==> config.mk <==
export PLATFORM = sky130hd
export DESIGN_NAME = runaway_watchdog
export DESIGN_NICKNAME = d
export VERILOG_FILES = /design/src/verilog/runaway_watchdog_pkg.sv /design/src/verilog/runaway_watchdog.sv
export VERILOG_INCLUDE_DIRS = /design/src /design/src/verilog
export SDC_FILE = /design/constraint.sdc
export NUM_CORES = 1
export LEC_CHECK = 0
export ABC_AREA = 0
export BUFFER_PORTS_ARGS = -buffer_cell sky130_fd_sc_hd__buf_2
export CAP_MARGIN = 20
export CORE_UTILIZATION = 44
export DETAILED_ROUTE_END_ITERATION = 8
export PLACE_DENSITY = 0.75
export SLEW_MARGIN = 30
export SYNTH_ARGS = -nofsm -noshare
export SYNTH_HDL_FRONTEND = slang
export SYNTH_SLANG_ARGS = --single-unit
==> constraint.sdc <==
create_clock -name clk_sys -period 2.9 [get_ports clk_sys]
set_input_delay 0.58 -clock clk_sys [delete_from_list [all_inputs] [get_ports clk_sys]]
set_output_delay 0.58 -clock clk_sys [all_outputs]
set_load 0.1 [all_outputs]
==> src/verilog/runaway_watchdog_params.svh <==
`ifndef RUNAWAY_WATCHDOG_PARAMS_SVH
`define RUNAWAY_WATCHDOG_PARAMS_SVH
// ----------------------------------------
// register map and timing
// ----------------------------------------
`define WDG_SERVICE_ADDR    16'hffff
`define WDG_CAUSE_ADDR      16'hfe01
`define WDG_CAUSE_BIT       4'h1
`define WDG_PRE_WIDTH       13
`define WDG_CNT_WIDTH       6
`define WDG_PRE_CLR_LSB     4
`define WDG_PULSE_CYCLES    32
`define WDG_POR_CYCLES      4096
`define WDG_CLK_HZ          10000000
`define WDG_VECTOR_LOW      8'h00
`endif

==> src/verilog/runaway_watchdog_pkg.sv <==
package runaway_watchdog_pkg;
	// ----------------------------------------
	// types
	// ----------------------------------------
	typedef enum logic [1:0] {
		ST_RUN,
		ST_PULSE,
		ST_WAIT_ACK
	} wdg_state_t;
	typedef struct packed {
		logic        read;
		logic        write;
		logic [15:0] address;
		logic [7:0]  writedata;
	} avmm_req_t;
endpackage : runaway_watchdog_pkg

==> src/verilog/runaway_watchdog.sv <==
// Contract
// - a free-running 13-bit prescaler on the crystal clock carries into a 6-bit watchdog counter.
// - unserviced, the combined count overflows after 2^18 minus 2^4 cycles and requests a reset.
// - a watchdog reset drives the reset pin low for 32 cycles and sets the watchdog cause flag.
// - a service write also clears prescaler bits 12 to 4, leaving the low bits alone.
// - the prescaler is cleared once 4096 cycles have passed after power-up.
// - any internal reset clears both the prescaler and the watchdog counter.
// - a reset vector fetch clears the prescaler.
// - while the disable input is high no watchdog reset is produced.
// - the watchdog runs on the crystal oscillator clock.
// - the watchdog never raises a processor interrupt.
// - the watchdog is disabled in monitor mode when the high test voltage is seen.
// - the watchdog keeps counting in wait standby.
`timescale 1ns/1ps
`include "runaway_watchdog_params.svh"
module runaway_watchdog
	import runaway_watchdog_pkg::*;
#(
	parameter int PRE_W   = `WDG_PRE_WIDTH,
	parameter int CNT_W   = `WDG_CNT_WIDTH,
	parameter int POR_CYC = `WDG_POR_CYCLES
) (
	// clock and reset
	input  wire logic        clk_sys,
	input  wire logic        rstn,
	// avalon-mm slave
	input  wire logic [15:0] address,
	input  wire logic        read,
	input  wire logic        write,
	input  wire logic [7:0]  writedata,
	output logic      [7:0]  readdata,
	output logic             waitrequest,
	// system integration
	input  wire logic        internal_reset,
	input  wire logic        vector_fetch,
	input  wire logic        watchdog_disable,
	input  wire logic        monitor_hv_detect,
	input  wire logic        wait_mode,
	input  wire logic        reset_ack,
	output logic             reset_req,
	output logic             reset_pin_n,
	output logic             reset_pin_oe,
	output logic             cause_flag
);
	// the service clear needs prescaler bits above the kept low bits,
	// and the terminal count is built with 32-bit arithmetic
	if (PRE_W <= `WDG_PRE_CLR_LSB || CNT_W < 1 || POR_CYC < 1 || PRE_W + CNT_W > 31) begin : g_param_check
		$error("runaway_watchdog: unsupported parameters");
	end

	// ----------------------------------------
	// input synchronisers
	// ----------------------------------------
	// pin-level inputs only; vector_fetch and reset_ack already live on this clock
	logic [2:0] sync1_r;
	logic [2:0] sync2_r;
	always_ff @(posedge clk_sys or negedge rstn) begin
		if (!rstn) begin
			sync1_r <= 3'h0;
			sync2_r <= 3'h0;
		end else begin
			sync1_r <= {watchdog_disable, monitor_hv_detect, internal_reset};
			sync2_r <= sync1_r;
		end
	end
	wire dis_s  = sync2_r[2] | sync2_r[1];
	wire irst_s = sync2_r[0];

	// ----------------------------------------
	// bus slave
	// ----------------------------------------
	avmm_req_t req;
	assign req = '{read: read, write: write, address: address, writedata: writedata};
	logic ack_r;
	// one wait state per access, then the answer
	always_ff @(posedge clk_sys or negedge rstn) begin
		if (!rstn) begin
			ack_r       <= 1'b0;
			waitrequest <= 1'b1;
		end else begin
			ack_r       <= (req.read | req.write) & ~ack_r;
			// registered inverse of the next ack so the port comes straight from a flip-flop
			waitrequest <= ~((req.read | req.write) & ~ack_r);
		end
	end
	wire svc_wr = req.write & ack_r & (req.address == `WDG_SERVICE_ADDR);
	wire cause_rd = req.read & ack_r & (req.address == `WDG_CAUSE_ADDR);

	always_ff @(posedge clk_sys or negedge rstn) begin
		if (!rstn)
			readdata <= 8'h00;
		else if ((req.read | req.write) & ~ack_r) begin
			if (req.address == `WDG_SERVICE_ADDR)
				readdata <= `WDG_VECTOR_LOW;
			else if (req.address == `WDG_CAUSE_ADDR)
				readdata <= {7'h00, cause_flag} << `WDG_CAUSE_BIT;
			else
				readdata <= 8'h00;
		end
	end

	// ----------------------------------------
	// power-on delay
	// ----------------------------------------
	logic [$clog2(POR_CYC+1)-1:0] por_cnt_r;
	logic                         por_done_r;
	// runs once after release; later internal resets use their own clear path
	always_ff @(posedge clk_sys or negedge rstn) begin
		if (!rstn) begin
			por_cnt_r  <= '0;
			por_done_r <= 1'b0;
		end else if (!por_done_r) begin
			por_cnt_r  <= por_cnt_r + 1'b1;
			por_done_r <= (por_cnt_r == ($clog2(POR_CYC+1))'(POR_CYC - 1));
		end
	end
	wire por_clr = (por_cnt_r == ($clog2(POR_CYC+1))'(POR_CYC - 1)) & ~por_done_r;

	// ----------------------------------------
	// prescaler and watchdog counter
	// ----------------------------------------
	// crystal clock domain; no wait gating, wait_mode ignored
	logic [PRE_W-1:0] pre_r;
	logic [CNT_W-1:0] cnt_r;
	wdg_state_t       state_r;
	wire pre_carry = &pre_r;
	// terminal count: combined value one short of 2^(PRE_W+CNT_W-1) - 2^4, so the request
	// registers on cycle 2^18 - 2^4; the counter's top bit is reached only while the disable gate holds off the request
	localparam int                 TOTAL_W  = PRE_W + CNT_W;
	localparam logic [TOTAL_W-1:0] TERM_CNT = (TOTAL_W)'((1 << (TOTAL_W - 1)) - (1 << `WDG_PRE_CLR_LSB) - 1);
	wire overflow = ({cnt_r, pre_r} == TERM_CNT);
	// a service write in the terminal cycle wins over the timeout
	wire fire     = overflow & ~dis_s & ~svc_wr;

	always_ff @(posedge clk_sys or negedge rstn) begin
		if (!rstn)
			pre_r <= '0;
		// internal reset clears / vector fetch clears
		else if (irst_s | vector_fetch | por_clr)
			pre_r <= '0;
		else if (svc_wr)
			pre_r <= {{(PRE_W-`WDG_PRE_CLR_LSB){1'b0}}, pre_r[`WDG_PRE_CLR_LSB-1:0]};
		else
			pre_r <= pre_r + 1'b1;
	end

	always_ff @(posedge clk_sys or negedge rstn) begin
		if (!rstn)
			cnt_r <= '0;
		// held at zero through the pulse and the wait for acknowledge
		// internal reset / service clear
		else if (irst_s | svc_wr | state_r != ST_RUN)
			cnt_r <= '0;
		else if (pre_carry)
			cnt_r <= cnt_r + 1'b1;
	end

	// ----------------------------------------
	// reset generation
	// ----------------------------------------
	// limitation: an ack during the pulse drops the request early; ack after the pin returns
	logic [5:0] pulse_r;
	always_ff @(posedge clk_sys or negedge rstn) begin
		if (!rstn) begin
			state_r <= ST_RUN;
			pulse_r <= 6'h00;
		end else begin
			case (state_r)
				ST_RUN: begin
					// overflow / disable gate / service wins
					if (fire) begin
						state_r <= ST_PULSE;
						pulse_r <= 6'h00;
					end
				end
				ST_PULSE: begin
					pulse_r <= pulse_r + 6'h01;
					if (pulse_r == 6'(`WDG_PULSE_CYCLES - 1))
						state_r <= ST_WAIT_ACK;
				end
				default: begin
					if (reset_ack)
						state_r <= ST_RUN;
				end
			endcase
		end
	end

	always_ff @(posedge clk_sys or negedge rstn) begin
		if (!rstn) begin
			reset_req    <= 1'b0;
			reset_pin_n  <= 1'b1;
			reset_pin_oe <= 1'b0;
		end else begin
			reset_req    <= (state_r == ST_RUN) ? fire : ~reset_ack;
			reset_pin_n  <= ~((state_r == ST_RUN) ? fire :
			                  (state_r == ST_PULSE && pulse_r != 6'(`WDG_PULSE_CYCLES - 1)));
			reset_pin_oe <= (state_r == ST_RUN) ? fire :
			                  (state_r == ST_PULSE && pulse_r != 6'(`WDG_PULSE_CYCLES - 1));
		end
	end

	// cause flag; set wins over read clear; no interrupt output exists
	always_ff @(posedge clk_sys or negedge rstn) begin
		if (!rstn)
			cause_flag <= 1'b0;
		else if (state_r == ST_RUN && fire)
			cause_flag <= 1'b1;
		else if (cause_rd)
			cause_flag <= 1'b0;
	end
endmodule : runaway_watchdog

==> summary.md <==
| Metric | Value |
|---|---|
| Status | finished, final reports clean |
| Post-synth ARST share | 1.00 |
| Synth cell types | 45 |
| Commonest non-fill, non-tap cell in the layout | dfrtp_1 |
| Dpl cells | between 300 and 400 |
| Detailed-route vias per instance | around 5.3 |
| Number of flops mapped to enable cells by yosys | 0 |
| Post-Synthesis Cells | about 250 |
| Count of final hold-check violations | 0 |
| Slew headroom | 0.499 |
| VDD IR max | between 300 and 400 µV |
| Worst path slowest cell | a2111o_1 |
| Fin area | approximately 2900 µm² |
| Final setup margin | slightly below 0.9 ns |
| Clock buffer count from CTS | 5 |
| Vias | 1883 |
| DP HPWL | 3.58 mm |
| Syn Area/Cell | roughly 10 µm² |
| Worst-path fanout max | 5 |
| Post-CTS setup buffers | 0 |
| Pre-CTS setup slack | about 0.76 ns |
| CTS root buf | clkbuf_8 |
| Crit end category | register |
| Area of the core | about 5600 µm² |
| CTS tree | built |
| Starting Density | 0.462 |
| I/O Pins | between 40 and 50 |
| Placed Area | 2800 µm² |
| Top delay family on crit path | compound AO/OA/AOI/OAI gates |
| Global Route Usage Sum | 0.177 |
| Startpoint type of the worst setup path | register |
| Post-route DRC | 0 |
| N_diodes | 0 |
| CTS HTree Levels | 2 |
| Hold Crit Class | input pin to async pin |
| Setup TNS | 0 ns |
| Sequential-to-total area share from yosys stat | 0.525 |
| Post-route insts no fill | between 300 and 400 |
| Final Max Slew Viols | 0 |
| IO Port Bufs | 30 |
| # clock sinks | 54 |
| P per Cell Area | 563 nW/µm² |
| Row cnt | 27 |
| Final setup viols | 0 |
| Routed len/inst | 13.6 µm |
| Post-DRT Antenna Nets | 0 |
| Max_cap viols | 0 |
| Pin count of the biggest net entering global routing | 38 |
| Iteration count of the initial detailed-routing pass | 4 |
| CP Depth | 5 |
| Setup Skew | roughly 0.016 ns |
| Clk buf depth | 2 |
| Final min period | 2.03 ns |
| Die height | 78.5 µm |
| DIE WIDTH | around 80 µm |
| RSZ-0062 raised after global routing | false |
| Layout cells sized above 1 | 0.183 |
| Power Total | about 1.6 mW |
| Seq cells post-synth | 54 |
| Critical Path RT | 3.12 ns |
| CP bufs+invs | 0 |
| Vias in the first global route | between 1500 and 2000 |
| Leak | 1.20 nW |
| Initial DRC Count | 84 |
| Grt total ovfl | 0 |
| Most frequent cells in the layout | 52 x dfrtp_1, 29 x buf_2, 28 x nand2_1 |
| Critical path cell sequence | ha_1 -> nand3_1 -> or3_4 -> a2111o_1 -> a31o_1 |
| Cts hold-fix bufs | 0 |
| Fin crit share | 0.701 |
| First-pass GRT wire length | around 8.5 mm |
| Crit path arrival time | between 2 and 2.5 ns |
| GPL Wtd Cong | 0.789 |
| Clock transition at path regs | 0.11 ns |
| Most common flop cell mapped by yosys | dfrtp_1 |
| Mapped cell area | ~2600 µm² |
| Max frequency | a little under 500 MHz |
| Die Footprint | roughly 6000 µm² |
| Measured slew at the worst slew-check pin | approximately 0.75 ns |
| Worst skew pair latency | approximately 0.32 ns |
| Worst reg2reg path depth | 5 |
| Slowest stage delay, CP | about 0.47 ns |
| Nets@finish | 321 |
| Drt total wl | between 4 and 5 mm |
| Core Util, Final | 0.519 |
| Ys Warns | 0 |
| Initial antenna violation count | 0 |
| CTS resizes | 0 |
| WHS | between 0.2 and 0.25 ns |
| WS Path Type | register to register |
| Syn-to-layout area delta | 12.3% |
-- layout make-up --
type / instances / area, µm²
clock buffer: 5 / 68.8
clock inverter: 3 / 28.8
fill: 532 / 2680
inverter: 7 / 26.3
multi-input combinational: 183 / 1160
sequential: 54 / 1350
tap: 72 / 90.1
timing repair buffer: 32 / 168
-- registers in the layout, summed over array words and instances (netlist names), 2 cells and up --
register   cells
por_cnt_r     13
cnt_r          6
sync2_r        3
state_r        2
pulse_r        6
sync1_r        3
pre_r         13
-- metal layers --
layer / up-vias / global-route usage / wire [µm]
met4: 0 / 0.0574 / 54
met1: 904 / 0.219 / 2280
met2: 36 / 0.311 / 2340
met5: - / 0 / 0
li1: 937 / - / -
met3: 6 / 0.0326 / 173
-- report_power, final --
part	internal (mW)	total, mW	switching [mW]
Combinational	0.0885	0.306	0.217
Sequential	0.816	0.872	0.0569
Clock	0.181	0.453	0.272
Total	1.09	1.63	0.546
-- logic make-up (layout without fill, tap and decap cells) --
logic type      after synthesis  count (layout)  synth area share
compound gates               34              34            0.0932
flops                        54              54             0.525
other cells                   1               7           0.00145
buf+inv                      16              47            0.0335
mux                           3               3            0.0121
simple gates                108             108             0.223
xor+xnor                     27              27            0.0917
fa+ha+maj                     4               4            0.0194
-- worst register-to-register path, delay by kind of cell, from the launching register on --
family | cells | cell delay (ns)
adders and majority gates | 1 | 0.26
and+or+nand+nor | 2 | 0.55
AOI/OAI and AO/OA | 2 | 0.71
DFF | 1 | 0.41
-- path summary, 6_finish.rpt --
path	start	end	slack [ns]
worst min-delay path	rstn	cnt_r[4]	0.21
min in group clk_sys	sync1_r[1]	sync2_r[1]	0.36
worst max register to register	pre_r[0]	pulse_r[3]	0.87
worst min register to register	sync1_r[1]	sync2_r[1]	0.36
max in group asynchronous	rstn	por_cnt_r[12]	2.15
worst max-delay path	pre_r[0]	pulse_r[3]	0.87
-- Yosys cell counts (all sizes together), types with 4 or more instances --
cell type	number	area [µm²]
o21ai	12	63.8
xnor2	19	166
nor3	10	50.1
nand2	28	105
o22ai	5	31.3
inv	7	26.3
nor4	5	31.3
or4	5	42.5
nor2	23	86.3
or3	5	36.3
dfrtp	52	1300
ha	4	50.1
a21oi	6	30.0
nand3	11	67.6
buf	7	52.6
nand4	13	96.3
xor2	8	70.1
Power figures use the tool's default switching activity.
